## config.mk

```make
export PLATFORM = sky130hd
export DESIGN_NAME = mcrb_top
export DESIGN_NICKNAME = d
export VERILOG_FILES = /design/src/mcrb_pkg.sv /design/src/mcrb_cfg_if.sv /design/src/mcrb_pwm.sv /design/src/mcrb_macro.sv /design/src/mcrb_top.sv
export SDC_FILE = /design/constraint.sdc
export NUM_CORES = 1
export LEC_CHECK = 0
export BUFFER_PORTS_ARGS = -buffer_cell sky130_fd_sc_hd__clkbuf_2
export CAP_MARGIN = 20
export CELL_PAD_IN_SITES_DETAIL_PLACEMENT = 0
export CELL_PAD_IN_SITES_GLOBAL_PLACEMENT = 2
export CORE_MARGIN = 5
export CORE_UTILIZATION = 36
export CTS_CLUSTER_DIAMETER = 50
export DETAILED_ROUTE_END_ITERATION = 12
export PLACE_DENSITY_LB_ADDON = 0.1
export RECOVER_POWER = 100
export SYNTH_ARGS = -nofsm -noshare
export SYNTH_HDL_FRONTEND = slang
export SYNTH_SLANG_ARGS = --single-unit
```

## constraint.sdc

```tcl
create_clock -name mclk_i -period 8.2 [get_ports mclk_i]
set_clock_uncertainty 0.15 [all_clocks]
set_input_delay 1.23 -clock mclk_i [delete_from_list [all_inputs] [get_ports mclk_i]]
set_output_delay 1.23 -clock mclk_i [all_outputs]
set_load 0.05 [all_outputs]
```

## src/mcrb_pkg.sv

```systemverilog
// mcrb_pkg: offsets, field layouts, reset values and constants of the
// miscellaneous control register bank.
// assumes: byte addresses on a 32-bit avalon-mm slave, one word per register.
package mcrb_pkg;
   // ****************************************************************
   // register byte offsets
   // ****************************************************************
   localparam logic [11:0] OFS_ENGINE_RESET = 12'h020;
   localparam logic [11:0] OFS_INT_MASK     = 12'h0b0;
   localparam logic [11:0] OFS_PWM_HZ       = 12'h0d0;
   localparam logic [11:0] OFS_PWM_DUTY     = 12'h0d4;
   localparam logic [11:0] OFS_MACRO_ZERO   = 12'h0d8;
   localparam logic [11:0] OFS_MACRO_ONE    = 12'h0dc;
   localparam logic [11:0] OFS_FREE_BYTES   = 12'h574;
   localparam logic [11:0] OFS_BULK_WRITE   = 12'h578;
   localparam logic [11:0] OFS_INT_STATUS   = 12'h580;
   // ****************************************************************
   // field positions and widths
   // ****************************************************************
   localparam int ENG_COPRO_BIT = 0;  // coprocessor engine reset
   localparam int ENG_TOUCH_BIT = 1;  // touch engine reset
   localparam int ENG_AUDIO_BIT = 2;  // audio engine reset
   localparam int ENG_W         = 3;
   localparam int FREE_W        = 12;
   localparam int HZ_W          = 14;
   localparam int DUTY_W        = 8;
   localparam int INT_W         = 8;
   // ****************************************************************
   // reset values and limits
   // ****************************************************************
   localparam logic [ENG_W-1:0]  RST_ENGINE = 3'h0;
   localparam logic [FREE_W-1:0] RST_FREE   = 12'hffc;
   localparam logic [FREE_W-1:0] WORD_BYTES = 12'h004;
   localparam logic [HZ_W-1:0]   RST_HZ     = 14'h00fa;
   localparam logic [HZ_W-1:0]   HZ_MIN     = 14'h00fa;
   localparam logic [HZ_W-1:0]   HZ_MAX     = 14'h2710;
   localparam logic [DUTY_W-1:0] RST_DUTY   = 8'h80;
   localparam logic [INT_W-1:0]  RST_MASK   = 8'hff;
   localparam logic [31:0]       RST_MACRO  = 32'h0000_0000;
   // ****************************************************************
   // timing and encodings
   // ****************************************************************
   localparam longint CLK_HZ      = 125000000;
   localparam longint PHASE_SCALE = (64'h1_0000_0000) / CLK_HZ;
   localparam logic [7:0] MACRO_OPC = 8'h25; // display list macro opcode
endpackage : mcrb_pkg

```

## src/mcrb_cfg_if.sv

```systemverilog
// mcrb_cfg_if: settings that the register bank hands to its helpers.
// assumes: one clock domain, driven only by the register bank.
`timescale 1ns/10ps
interface mcrb_cfg_if;
   logic [13:0] pwm_hz;     // backlight frequency in hz
   logic [7:0]  pwm_duty;   // backlight duty, 0..128
   logic [31:0] macro_zero; // substitute for macro with parameter 0
   logic [31:0] macro_one;  // substitute for macro with parameter 1
   modport src        (output pwm_hz, pwm_duty, macro_zero, macro_one);
   modport pwm_sink   (input pwm_hz, pwm_duty);
   modport macro_sink (input macro_zero, macro_one);
endinterface : mcrb_cfg_if

```

## src/mcrb_pwm.sv

```systemverilog
// mcrb_pwm: backlight pwm from a frequency in hz and a 0..128 duty.
// assumes: settings come from the register bank on the same clock.
`timescale 1ns/10ps
module mcrb_pwm #(
   parameter int ACC_W = 32  // phase accumulator width
) (
   // clock and reset
   input  wire logic mclk_i,
   input  wire logic rst_i,
   // settings
   mcrb_cfg_if.pwm_sink cfg,
   // output
   output logic      backlight_o
);
   // ****************************************************************
   // phase accumulator
   // ****************************************************************
   if (ACC_W != 32) begin : g_chk
      $error("mcrb_pwm: ACC_W must be 32 to match the phase scale");
   end
   logic [ACC_W-1:0]  phase_ff;  // one turn is one pwm period
   logic [13:0]       hz_clamp;  // frequency held inside its range
   logic [ACC_W-1:0]  step;      // phase advance per clock
   logic              backlight_ff;
   // out-of-range frequencies are clamped rather than trusted
   always_comb begin
      hz_clamp = cfg.pwm_hz;
      if (cfg.pwm_hz < mcrb_pkg::HZ_MIN) begin
         hz_clamp = mcrb_pkg::HZ_MIN;
      end else if (cfg.pwm_hz > mcrb_pkg::HZ_MAX) begin
         hz_clamp = mcrb_pkg::HZ_MAX;
      end
      // integer scale: about 1 percent slow, traded for no divider
      step = ACC_W'(hz_clamp * mcrb_pkg::PHASE_SCALE);
   end
   always_ff @(posedge mclk_i) begin
      if (rst_i) begin
         phase_ff <= '0;
      end else begin
         phase_ff <= phase_ff + step;
      end
   end
   // ****************************************************************
   // duty compare: top 7 phase bits run 0..127
   // ****************************************************************
   always_ff @(posedge mclk_i) begin
      if (rst_i) begin
         backlight_ff <= 1'b0;
      end else begin
         // 0 never on, 128 and above always on
         backlight_ff <= ({1'b0, phase_ff[ACC_W-1 -: 7]} < cfg.pwm_duty);
      end
   end
   assign backlight_o = backlight_ff;
endmodule : mcrb_pwm

```

## src/mcrb_macro.sv

```systemverilog
// mcrb_macro: replaces display list macro commands by a register value.
// assumes: one display list word per valid cycle, no back-pressure.
`timescale 1ns/10ps
module mcrb_macro (
   // clock and reset
   input  wire logic        mclk_i,
   input  wire logic        rst_i,
   // macro values
   mcrb_cfg_if.macro_sink   cfg,
   // incoming display list word
   input  wire logic        dl_valid_i,
   input  wire logic [31:0] dl_word_i,
   // word toward display list memory
   output logic             dl_valid_o,
   output logic [31:0]      dl_word_o
);
   // ****************************************************************
   // substitution stage, one cycle of latency
   // ****************************************************************
   logic        valid_ff; // word ready for display list memory
   logic [31:0] word_ff;  // word after substitution
   always_ff @(posedge mclk_i) begin
      if (rst_i) begin
         valid_ff <= 1'b0;
         word_ff  <= 32'h0000_0000;
      end else begin
         valid_ff <= dl_valid_i;
         if (dl_valid_i) begin
            if (dl_word_i[31:24] != mcrb_pkg::MACRO_OPC) begin
               word_ff <= dl_word_i;           // ordinary command
            end else if (dl_word_i[0]) begin
               word_ff <= cfg.macro_one;
            end else begin
               word_ff <= cfg.macro_zero;
            end
         end
      end
   end
   assign dl_valid_o = valid_ff;
   assign dl_word_o  = word_ff;
endmodule : mcrb_macro

```

## src/mcrb_top.sv

```systemverilog
// mcrb_top: miscellaneous control register bank of the display
// controller, reached over an avalon-mm slave with waitrequest.
// assumes: one clock, synchronous reset; engines, command fifo and
// interrupt sources are logic on the same clock.
//
// Register access over Avalon-MM was decided locally.
`timescale 1ns/10ps
// How it works
// bulk port word goes to command fifo
// host bursts no more than free bytes
// host writes bulk port in whole words
// 12-bit free byte count, resets to 0xffc
// reset bits: audio 2, touch 1, coprocessor 0
// writing one holds engine, zero releases
// reading bit shows engine reset state
// macro parameter one substitutes macro-one value
// macro parameter zero substitutes macro-zero value
// duty 0..128, off to fully on
// frequency 14 bits, default 250 hz
// mask bit one enables its source
// free space drops four per word, never overfilled
module mcrb_top (
   // clock and reset
   input  wire logic        mclk_i,
   input  wire logic        rst_i,
   // avalon-mm slave
   input  wire logic [11:0] avs_address_i,
   input  wire logic        avs_read_i,
   input  wire logic        avs_write_i,
   input  wire logic [31:0] avs_writedata_i,
   input  wire logic [3:0]  avs_byteenable_i,
   output logic [31:0]      avs_readdata_o,
   output logic             avs_waitrequest_o,
   // command fifo of the coprocessor
   output logic             cmd_valid_o,
   output logic [31:0]      cmd_data_o,
   input  wire logic        cmd_consumed_i,
   // engine resets
   output logic             audio_rst_o,
   output logic             touch_rst_o,
   output logic             copro_rst_o,
   // display list stream
   input  wire logic        dl_valid_i,
   input  wire logic [31:0] dl_word_i,
   output logic             dl_valid_o,
   output logic [31:0]      dl_word_o,
   // backlight
   output logic             backlight_o,
   // interrupts
   input  wire logic [7:0]  int_src_i,
   output logic             irq_o
);
   // ****************************************************************
   // helpers
   // ****************************************************************
   // merge write data into a register under the byte enables
   function automatic logic [31:0] be_merge(
      input logic [31:0] old_v,
      input logic [31:0] new_v,
      input logic [3:0]  be
   );
      logic [31:0] r;
      r = old_v;
      for (int i = 0; i < 4; i++) begin
         if (be[i]) begin
            r[i*8 +: 8] = new_v[i*8 +: 8];
         end
      end
      return r;
   endfunction : be_merge

   // true when the bus addresses a given register
   function automatic logic hit(
      input logic [11:0] addr,
      input logic [11:0] ofs
   );
      return {addr[11:2], 2'b00} == ofs;
   endfunction : hit

   // ****************************************************************
   // state
   // ****************************************************************
   logic [mcrb_pkg::ENG_W-1:0]  engine_reset_ff;  // engines held in reset
   logic [mcrb_pkg::INT_W-1:0]  int_mask_ff;      // interrupt source mask
   logic [mcrb_pkg::INT_W-1:0]  int_status_ff;    // sticky source events
   logic [mcrb_pkg::HZ_W-1:0]   pwm_hz_ff;        // backlight frequency
   logic [mcrb_pkg::DUTY_W-1:0] pwm_duty_ff;      // backlight duty
   logic [31:0]                 macro_zero_ff;    // macro 0 value
   logic [31:0]                 macro_one_ff;     // macro 1 value
   logic [mcrb_pkg::FREE_W-1:0] free_bytes_ff;    // command fifo free bytes
   logic [mcrb_pkg::FREE_W-1:0] nxt_free_bytes;   // next free byte count
   logic                        cmd_valid_ff;     // word pushed this cycle
   logic [31:0]                 cmd_data_ff;      // word toward the fifo
   logic                        rd_done_ff;       // read data now valid
   logic [31:0]                 rdata_ff;         // captured read data
   logic [31:0]                 nxt_rdata;        // read data mux
   logic                        wr_reg;           // write taken this cycle
   logic                        bulk_hit;         // bulk port addressed
   logic                        bulk_push;        // bulk word accepted
   logic                        room;             // a whole word fits
   logic [mcrb_pkg::INT_W-1:0]  status_clr;       // write-one-to-clear
   logic [31:0]                 hz_merged;        // hz word after merge

   // ****************************************************************
   // bus handshake
   // ****************************************************************
   // a bulk write stalls while no whole word of space is left, so the
   // host can never overfill the fifo even if it ignores the count
   assign bulk_hit  = hit(avs_address_i, mcrb_pkg::OFS_BULK_WRITE);
   assign room      = free_bytes_ff >= mcrb_pkg::WORD_BYTES;
   assign bulk_push = avs_write_i & bulk_hit & room;
   // plain writes finish at once; bulk writes wait for room
   assign wr_reg    = avs_write_i & ~bulk_hit;

   // reads take two cycles so the data comes from a flip-flop
   // a read held past its answer starts a second access
   always_comb begin
      if (avs_read_i) begin
         avs_waitrequest_o = ~rd_done_ff;
      end else if (avs_write_i && bulk_hit) begin
         avs_waitrequest_o = ~room;
      end else begin
         avs_waitrequest_o = 1'b0;
      end
   end

   // read phase marker, high for one cycle and then cleared whether or not the master releases
   always_ff @(posedge mclk_i) begin
      if (rst_i) begin
         rd_done_ff <= 1'b0;
      end else begin
         rd_done_ff <= avs_read_i & ~rd_done_ff;
      end
   end

   // ****************************************************************
   // read data
   // ****************************************************************
   // unmapped and write-only addresses read as zero
   always_comb begin
      nxt_rdata = 32'h0000_0000;
      case ({avs_address_i[11:2], 2'b00})
         mcrb_pkg::OFS_ENGINE_RESET: begin
            nxt_rdata[mcrb_pkg::ENG_W-1:0] = engine_reset_ff;
         end
         mcrb_pkg::OFS_INT_MASK: begin
            nxt_rdata[mcrb_pkg::INT_W-1:0] = int_mask_ff;
         end
         mcrb_pkg::OFS_INT_STATUS: begin
            nxt_rdata[mcrb_pkg::INT_W-1:0] = int_status_ff;
         end
         mcrb_pkg::OFS_PWM_HZ: begin
            nxt_rdata[mcrb_pkg::HZ_W-1:0] = pwm_hz_ff;
         end
         mcrb_pkg::OFS_PWM_DUTY: begin
            nxt_rdata[mcrb_pkg::DUTY_W-1:0] = pwm_duty_ff;
         end
         mcrb_pkg::OFS_MACRO_ZERO: begin
            nxt_rdata = macro_zero_ff;
         end
         mcrb_pkg::OFS_MACRO_ONE: begin
            nxt_rdata = macro_one_ff;
         end
         mcrb_pkg::OFS_FREE_BYTES: begin
            nxt_rdata[mcrb_pkg::FREE_W-1:0] = free_bytes_ff;
         end
         default: begin
            nxt_rdata = 32'h0000_0000;
         end
      endcase
   end

   // capture in the first read cycle, hold while the master looks
   always_ff @(posedge mclk_i) begin
      if (rst_i) begin
         rdata_ff <= 32'h0000_0000;
      end else if (avs_read_i && !rd_done_ff) begin
         rdata_ff <= nxt_rdata;
      end
   end
   assign avs_readdata_o = rdata_ff;

   // ****************************************************************
   // engine reset control
   // ****************************************************************
   // one holds an engine in reset until software writes zero
   always_ff @(posedge mclk_i) begin
      if (rst_i) begin
         engine_reset_ff <= mcrb_pkg::RST_ENGINE;
      end else if (wr_reg &&
                   hit(avs_address_i, mcrb_pkg::OFS_ENGINE_RESET) &&
                   avs_byteenable_i[0]) begin
         engine_reset_ff <= avs_writedata_i[mcrb_pkg::ENG_W-1:0];
      end
   end
   assign audio_rst_o = engine_reset_ff[mcrb_pkg::ENG_AUDIO_BIT];
   assign touch_rst_o = engine_reset_ff[mcrb_pkg::ENG_TOUCH_BIT];
   assign copro_rst_o = engine_reset_ff[mcrb_pkg::ENG_COPRO_BIT];

   // ****************************************************************
   // backlight and macro settings
   // ****************************************************************
   // values are stored as written; the pwm clamps out-of-range ones
   // merged as a full word first, then cut back to the 14-bit field
   assign hz_merged = be_merge(32'(pwm_hz_ff), avs_writedata_i,
                               avs_byteenable_i);
   always_ff @(posedge mclk_i) begin
      if (rst_i) begin
         pwm_hz_ff <= mcrb_pkg::RST_HZ;
      end else if (wr_reg && hit(avs_address_i, mcrb_pkg::OFS_PWM_HZ)) begin
         pwm_hz_ff <= hz_merged[mcrb_pkg::HZ_W-1:0];
      end
   end

   // duty register
   always_ff @(posedge mclk_i) begin
      if (rst_i) begin
         pwm_duty_ff <= mcrb_pkg::RST_DUTY;
      end else if (wr_reg &&
                   hit(avs_address_i, mcrb_pkg::OFS_PWM_DUTY) &&
                   avs_byteenable_i[0]) begin
         pwm_duty_ff <= avs_writedata_i[mcrb_pkg::DUTY_W-1:0];
      end
   end

   // macro substitute values
   always_ff @(posedge mclk_i) begin
      if (rst_i) begin
         macro_zero_ff <= mcrb_pkg::RST_MACRO;
         macro_one_ff  <= mcrb_pkg::RST_MACRO;
      end else if (wr_reg) begin
         if (hit(avs_address_i, mcrb_pkg::OFS_MACRO_ZERO)) begin
            macro_zero_ff <= be_merge(macro_zero_ff, avs_writedata_i,
                                      avs_byteenable_i);
         end
         if (hit(avs_address_i, mcrb_pkg::OFS_MACRO_ONE)) begin
            macro_one_ff <= be_merge(macro_one_ff, avs_writedata_i,
                                     avs_byteenable_i);
         end
      end
   end

   // ****************************************************************
   // bulk command port and free space
   // ****************************************************************
   // byte enables are not checked: the host owes whole words
   always_ff @(posedge mclk_i) begin
      if (rst_i) begin
         cmd_valid_ff <= 1'b0;
         cmd_data_ff  <= 32'h0000_0000;
      end else begin
         cmd_valid_ff <= bulk_push;
         if (bulk_push) begin
            cmd_data_ff <= avs_writedata_i;
         end
      end
   end
   assign cmd_valid_o = cmd_valid_ff;
   assign cmd_data_o  = cmd_data_ff;

   // free space falls per push, rises per consumed word; a held
   // coprocessor reset empties the fifo view back to full space
   always_comb begin
      nxt_free_bytes = free_bytes_ff;
      if (bulk_push) begin
         nxt_free_bytes = nxt_free_bytes - mcrb_pkg::WORD_BYTES;
      end
      if (cmd_consumed_i && nxt_free_bytes < mcrb_pkg::RST_FREE) begin
         nxt_free_bytes = nxt_free_bytes + mcrb_pkg::WORD_BYTES;
      end
   end

   always_ff @(posedge mclk_i) begin
      if (rst_i) begin
         free_bytes_ff <= mcrb_pkg::RST_FREE;
      end else if (engine_reset_ff[mcrb_pkg::ENG_COPRO_BIT]) begin
         free_bytes_ff <= mcrb_pkg::RST_FREE;
      end else begin
         free_bytes_ff <= nxt_free_bytes;
      end
   end

   // ****************************************************************
   // interrupts
   // ****************************************************************
   // mask register: one lets a source through
   always_ff @(posedge mclk_i) begin
      if (rst_i) begin
         int_mask_ff <= mcrb_pkg::RST_MASK;
      end else if (wr_reg &&
                   hit(avs_address_i, mcrb_pkg::OFS_INT_MASK) &&
                   avs_byteenable_i[0]) begin
         int_mask_ff <= avs_writedata_i[mcrb_pkg::INT_W-1:0];
      end
   end

   // writing one clears a status bit
   assign status_clr = (wr_reg &&
                        hit(avs_address_i, mcrb_pkg::OFS_INT_STATUS) &&
                        avs_byteenable_i[0]) ?
                       avs_writedata_i[mcrb_pkg::INT_W-1:0] : 8'h00;

   // a new event in the clearing cycle wins, so none is lost
   always_ff @(posedge mclk_i) begin
      if (rst_i) begin
         int_status_ff <= 8'h00;
      end else begin
         int_status_ff <= (int_status_ff & ~status_clr) | int_src_i;
      end
   end

   // level output while any enabled event is pending
   // the mask gates only the output; status still records events
   assign irq_o = |(int_status_ff & int_mask_ff);

   // ****************************************************************
   // helpers: backlight pwm and macro substitution
   // ****************************************************************
   mcrb_cfg_if cfg_if ();
   assign cfg_if.pwm_hz     = pwm_hz_ff;
   assign cfg_if.pwm_duty   = pwm_duty_ff;
   assign cfg_if.macro_zero = macro_zero_ff;
   assign cfg_if.macro_one  = macro_one_ff;

   mcrb_pwm #(
      .ACC_W       (32)
   ) u_pwm (
      .mclk_i      (mclk_i),
      .rst_i       (rst_i),
      .cfg         (cfg_if.pwm_sink),
      .backlight_o (backlight_o)
   );

   mcrb_macro u_macro (
      .mclk_i      (mclk_i),
      .rst_i       (rst_i),
      .cfg         (cfg_if.macro_sink),
      .dl_valid_i  (dl_valid_i),
      .dl_word_i   (dl_word_i),
      .dl_valid_o  (dl_valid_o),
      .dl_word_o   (dl_word_o)
   );
endmodule : mcrb_top

```

Word level (Yosys, flattened, before mapping):

Index checks and enable logic that the tools add are counted.

* register bits: 249
* logic and storage cells: 92
* output and inout port bits: 104

* add/subtract/negate cells: 3
* bitwise operators: 11
* multipliers: 1
* eq/ne operators: 10
* magnitude comparators: 5
* muxes and demuxes: 14
* reductions and logical operators: 25

Operator list (number)
* 32-bit 2-to-1 mux: 2
* 10-bit by 6-bit equality test with 1-bit output, second input constant: 5
* 18-bit one-hot mux with 2 select lines: 1
* 5-bit one-hot mux with 7 select lines: 1
* 32-bit by 20-bit adder with 32-bit output: 1
* 10-bit by 9-bit equality test with 1-bit output, second input constant: 3
* 14-bit 2-to-1 mux: 2
* 12-bit 2-to-1 mux: 2
* 3-bit one-hot mux with 8 select lines: 1
* 3-bit AND reduction: 8
* 14-bit by 5-bit multiplier with 19-bit output, second input constant: 1
* 8-bit bitwise AND: 2
* 4-bit one-hot mux with 4 select lines: 1
* 14-bit > comparator, second input constant: 1
* 14-bit by 8-bit less-than comparator with 1-bit output, second input constant: 1
* 12-bit by 3-bit adder with 12-bit output, second input constant: 1
* 12-bit by 3-bit >= comparator with 1-bit output, second input constant: 1
* 1-bit logical AND: 12
* 12-bit less-than comparator, second input constant: 1
* 12-bit by 3-bit subtractor with 12-bit output, second input constant: 1
* 10-bit by 4-bit equality test with 1-bit output, second input constant: 1
* 7-bit by 8-bit less-than comparator with 1-bit output: 1
* 8-bit 2-to-1 mux: 1
* 8-bit by 6-bit inequality test with 1-bit output, second input constant: 1
* 10 further kinds: 17

Longest topological paths before layout:

* depth in word-level cells: 9
* gate-level depth with buffers: 26
* mapped depth without buffers: 24

By module:

From an unflattened synthesis, not the netlist that was laid out.

* cells, all modules: 1509
* area, all modules: 12733.5 sq um

By module, submodules not included
* mcrb_top: area each 7604.8 sq um, sequential area each 3623.5 sq um, times used 1, cells each 893
* mcrb_pwm: area each 3220.6 sq um, sequential area each 640.6 sq um, times used 1, cells each 404
* mcrb_macro: area each 1908.1 sq um, sequential area each 660.6 sq um, times used 1, cells each 212

Worst setup path before layout:

OpenSTA, ideal clock, no wires.

* path type: register to register
* from: register pwm_hz_ff, in the netlist cfg_if.pwm_hz[12]
* to: register u_pwm.phase_ff[26]
* period minus slack after synthesis: 5.411 ns
* arrival time: 5.138 ns
* slack: 2.789 ns
* stages on the path, launching flop included: 24
* buffers on the path: 3
* path through: dfxtp_1 > clkbuf_1 > a311oi_1 > a311o_2 > buf_6 > clkbuf_1 > nand2_1 > nand2_1 > ha_1 > ha_1 > fa_1 > a21o_1 > a21oi_1 > o21bai_1 > a21oi_1 > o21bai_1 > a21oi_1 > o211ai_1 > ha_1 > a21o_1 > o41ai_2 > o31ai_4 > nand4_1 > mux2_1

* cells in the longest elaborated chain, start to end: 5

Ends and longest elaborated chain
* start, declared: RTL line mcrb_top.sv:86 `logic [mcrb_pkg::HZ_W-1:0] pwm_hz_ff;`
* start signal, assigned: RTL line mcrb_top.sv:209 `pwm_hz_ff <= mcrb_pkg::RST_HZ;`
* start signal, assigned: RTL line mcrb_top.sv:211 `pwm_hz_ff <= hz_merged[mcrb_pkg::HZ_W-1:0];`
* 14-bit > comparator: RTL line mcrb_pwm.sv:30 `end else if (cfg.pwm_hz > mcrb_pkg::HZ_MAX) begin`
* 14-bit 2-to-1 mux: RTL line mcrb_pwm.sv:30
* 14-bit 2-to-1 mux (*): RTL line mcrb_pwm.sv:28 `if (cfg.pwm_hz < mcrb_pkg::HZ_MIN) begin`
* 14-bit by 5-bit multiplier with 19-bit output (*): RTL line mcrb_pwm.sv:34 `step = ACC_W'(hz_clamp * mcrb_pkg::PHASE_SCALE);`
* 32-bit by 20-bit adder with 32-bit output (*): RTL line mcrb_pwm.sv:40 `phase_ff <= phase_ff + step;`
* end signal, assigned: RTL line mcrb_pwm.sv:40
* end, declared: RTL line mcrb_pwm.sv:21 `logic [ACC_W-1:0] phase_ff;`

Every way passes the cells marked *; elsewhere a longest branch is shown, timed or not.
A chain may end at the register's enable or synchronous reset.

Worst setup path in the final report:

* from: register pwm_hz_ff, in the netlist cfg_if.pwm_hz[8]
* to: register u_pwm.phase_ff[26]

Same word-level chain as after synthesis.

==> flow_metrics.tcl <==
set metrics [dict create \
    avgSynthCellArea_um2 8.25 \
    synthTopCellsByCount "246 x dfxtp_1, 231 x nand2_1, 163 x nor2_1, 143 x a21oi_1, 87 x mux2i_1" \
    cts_resized 0 \
    synthDistinctLibCells 78 \
    antenna_found_initial 1 \
    max_stage_delay_ns 0.91 \
    setup_viol_count_final 0 \
    ys_seq_area_share_pct 39.3 \
    ys_top_cells_by_area "dfxtp_1 39%, mux2i_1 6.9%, nand2_1 6.9%, a21oi_1 5.7%, nor2_1 4.9%" \
    tns_ns 0 \
    multi_input_area_um2 7040 \
    holdPathStages 2 \
    num_vias 11498 \
    rsz0062_at_grt "false" \
    reg2reg_from "cfg_if.pwm_hz[8]" \
    status "complete, but fails checks" \
    die_x_um 197 \
    cp-start-kind "register" \
    layout.nets 1810 \
    ir_worst_vdd_mv 0.155 \
    drc 0 \
    drt_pass1_iterations 6 \
    seq_area_um2 4920 \
    hold_viol 0 \
    critical_path.top_delay_family "compound AO/OA/AOI/OAI gates" \
    finalInstanceArea_um2 14900 \
    synth_seq_cells 246 \
    worstSkewPairLatency_ns 0.53 \
    cts_tree "done" \
    grt-ovfl-total 0 \
    powerDensity_nw_per_um2 229 \
    syn_to_final_growth_pct 18.5 \
    port_buffers 195 \
    initial_utilization_pct 36.4 \
    num_rows 68 \
    p_leak_nw 5.71 \
    ys_warn_count 0 \
    holdPathEnd "cmd_data_o[30]" \
    crit_chain "nor4_1 -> nand2_1 -> or2_2 -> nand2_1 -> ha_1 -> ha_1 -> fa_1 -> a21o_1 -> a21oi_1 -> o21bai_1 -> a21oi_1 -> o21bai_1 -> a21oi_1 -> xnor2_1 -> ha_1 -> and2_0 -> a31o_2 -> o41ai_1 -> o31ai_1 -> nand4_1 -> mux2_1" \
    diodes 0 \
    grt_start_max_net_pins 103 \
    grt_first_pass_wirelength_um 65200 \
    max-cap-violations 8 \
    grt_pass1_vias 11244 \
    crit_fanout 8 \
    synth_ff_type "dfxtp_1" \
    utilization_pct 43.2 \
    fillers 3579 \
    track_usage_pct 21.0 \
    required_ns 8.46 \
    clock_path_buffers 3 \
    avgRoutedWirePerCell_um 19.5 \
    period_needed_ns 6.59 \
    worst_pin_slew_ns 3.08 \
    synth.top_cell.area_share_pct 39.3 \
    ff2ff_path_depth 21 \
    hpwlAfterDp_um 29400 \
    gp_congestion 0.837 \
    cts_setup_buffers 0 \
    regToRegSetupSlack_ns 1.61 \
    syn_inst 1520 \
    slew_headroom_pct -105 \
    cp_slowest_cell "o31ai_1" \
    synth_async_sr_flop_share_pct 0 \
    clk_pin_slew_ns 0.05 \
    slew_viol_final 255 \
    period_share_pct 80.4 \
    core_um2 34500 \
    cts_root_buf "clkbuf_16" \
    drtIter0Drc 865 \
    synth_fp_nets 1660 \
    worstPathArrival_ns 6.85 \
    endpoint_kind "register" \
    failed_checks "capacitance limit, slew limit" \
    holdBufCountCts 0 \
    place_area_um2 13800 \
    synth-edff-count 0 \
    ant_nets 0 \
    holdCritPathClass "reg2reg" \
    synth.most_common_cell "dfxtp_1" \
    htreeDepth 2 \
    synth_area_um2 12500 \
    die_area_um2 38700 \
    min_from "cmd_data_o[30]" \
    avgViaCountPerCell 5.34 \
    drt-total-wl_um 41900 \
    drive_gt1_share_pct 10.9 \
    fmax_mhz 152 \
    setup.worst_path.class "reg2reg" \
    reg2reg_to "u_pwm.phase_ff[26]" \
    clock_sinks 246 \
    io_pins 198 \
    die_h_um 197 \
    path_buf_inv 0 \
    cts-buffers-inserted 37 \
    yosysTopAreaCell "dfxtp_1" \
]
worst max-delay path by stage:
stage	from	to	slack (ns)	depth (start not counted)
2_1_floorplan	cfg_if.pwm_hz[12]	u_pwm.phase_ff[26]	2.79	23
3_3_place_gp	cfg_if.pwm_hz[2]	u_pwm.phase_ff[26]	2.11	20
3_5_place_dp	cfg_if.pwm_hz[2]	u_pwm.phase_ff[26]	2.08	20
4_1_cts	cfg_if.pwm_hz[2]	u_pwm.phase_ff[26]	2.07	20
5_1_grt	cfg_if.pwm_hz[8]	u_pwm.phase_ff[26]	1.08	22
6_report	cfg_if.pwm_hz[8]	u_pwm.phase_ff[26]	1.61	21
state kept, by name, indices dropped and copies added, names as in the netlist, 3 cells and up:
register / cells
avs_readdata_o: 32
u_pwm.phase_ff: 31
cfg_if.macro_one: 32
u_macro.dl_word_o: 32
cfg_if.macro_zero: 32
free_bytes_ff: 10
int_mask_ff: 8
engine_reset_ff: 3
cfg_if.pwm_hz: 14
cfg_if.pwm_duty: 8
int_status_ff: 8
cmd_data_o: 32
layout by cell type, fill, tap and decap left out, types with 5 or more instances in the layout:
| cell type | count |
|---|---|
| inv_1 | 25 |
| nor3_1 | 42 |
| mux2i_1 | 87 |
| clkbuf_1 | 117 |
| nand2b_1 | 17 |
| and4_1 | 5 |
| a21o_1 | 18 |
| a22oi_1 | 19 |
| a22o_1 | 7 |
| a211oi_1 | 12 |
| o21bai_1 | 6 |
| nand3b_1 | 8 |
| dfxtp_1 | 246 |
| buf_4 | 6 |
| nor2b_1 | 24 |
| a222oi_1 | 8 |
| xnor2_1 | 29 |
| bufinv_16 | 6 |
| clkbuf_2 | 88 |
| mux2_2 | 10 |
| nand4_1 | 9 |
| clkbuf_16 | 38 |
| nor2_1 | 164 |
| nand3_1 | 68 |
| or3_1 | 6 |
| o21ai_0 | 48 |
| a211o_1 | 10 |
| a21oi_1 | 144 |
| ha_1 | 44 |
| o211ai_1 | 8 |
| clkbuf_8 | 6 |
| a221oi_1 | 27 |
| clkinv_2 | 5 |
| nand2_1 | 230 |
| xor2_1 | 11 |
| nor4_1 | 10 |
| and3_1 | 11 |
final cells by class:
class                           count  share of cell area, %
Tap cell                          455                   3.83
Sequential cell                   246                   33.1
Clock inverter                     19                   1.90
Timing Repair Buffer              207                   6.18
Multi-Input combinational cell   1153                   47.3
Inverter                           25                  0.631
Clock buffer                       48                   6.98
layer usage:
| metal | routed length [um] | global-route usage, % |
|---|---|---|
| met2 | 18700 | 32.6 |
| met4 | 752 | 4.75 |
| met3 | 2820 | 5.37 |
| met1 | 19700 | 29.7 |
| met5 | 13 | 0 |
cells by family (layout without fill, tap and decap cells):
kind of cell	Yosys count	in the layout	share of synthesized area (%)
adder cells (fa/ha/maj)	47	47	4.79
XOR/XNOR	40	40	2.79
AND/OR/NAND/NOR	630	630	23.7
other	1	1	0.0299
flip-flops	246	246	39.3
AO/OA/AOI/OAI	336	336	17.6
buffers and inverters	121	299	3.88
multiplexers	99	99	8.02
tightest hold or removal path, cell delays in order, from the launching register on:
cell	delay, ns
dfxtp_1	0.31
nand2_1	0.05
a21oi_1	0.05
stage by stage:
| stage | setup WS [ns] | power [W] | instances | hold slack, ns |
|---|---|---|---|---|
| floorplan | 2.79 | 0.00162 | 1520 | 0.296 |
| global placement | 2.11 | 0.00174 | 2086 | 0.290 |
| detailed placement | 2.08 | 0.00175 | 2086 | 0.296 |
| CTS | 2.07 | 0.00346 | 2153 | 0.304 |
| global route | 1.08 | 0.00355 | 2153 | 0.308 |
| finish | 1.61 | 0.00340 | 2153 | 0.300 |
power by group:
| group | internal [W] | switching (W) |
|---|---|---|
| clock | 0.00109 | 0.000599 |
| combinational | 0.000151 | 0.000268 |
| sequential | 0.00124 | 0.0000517 |
Note: power is estimated with default switching activity, not from simulation.
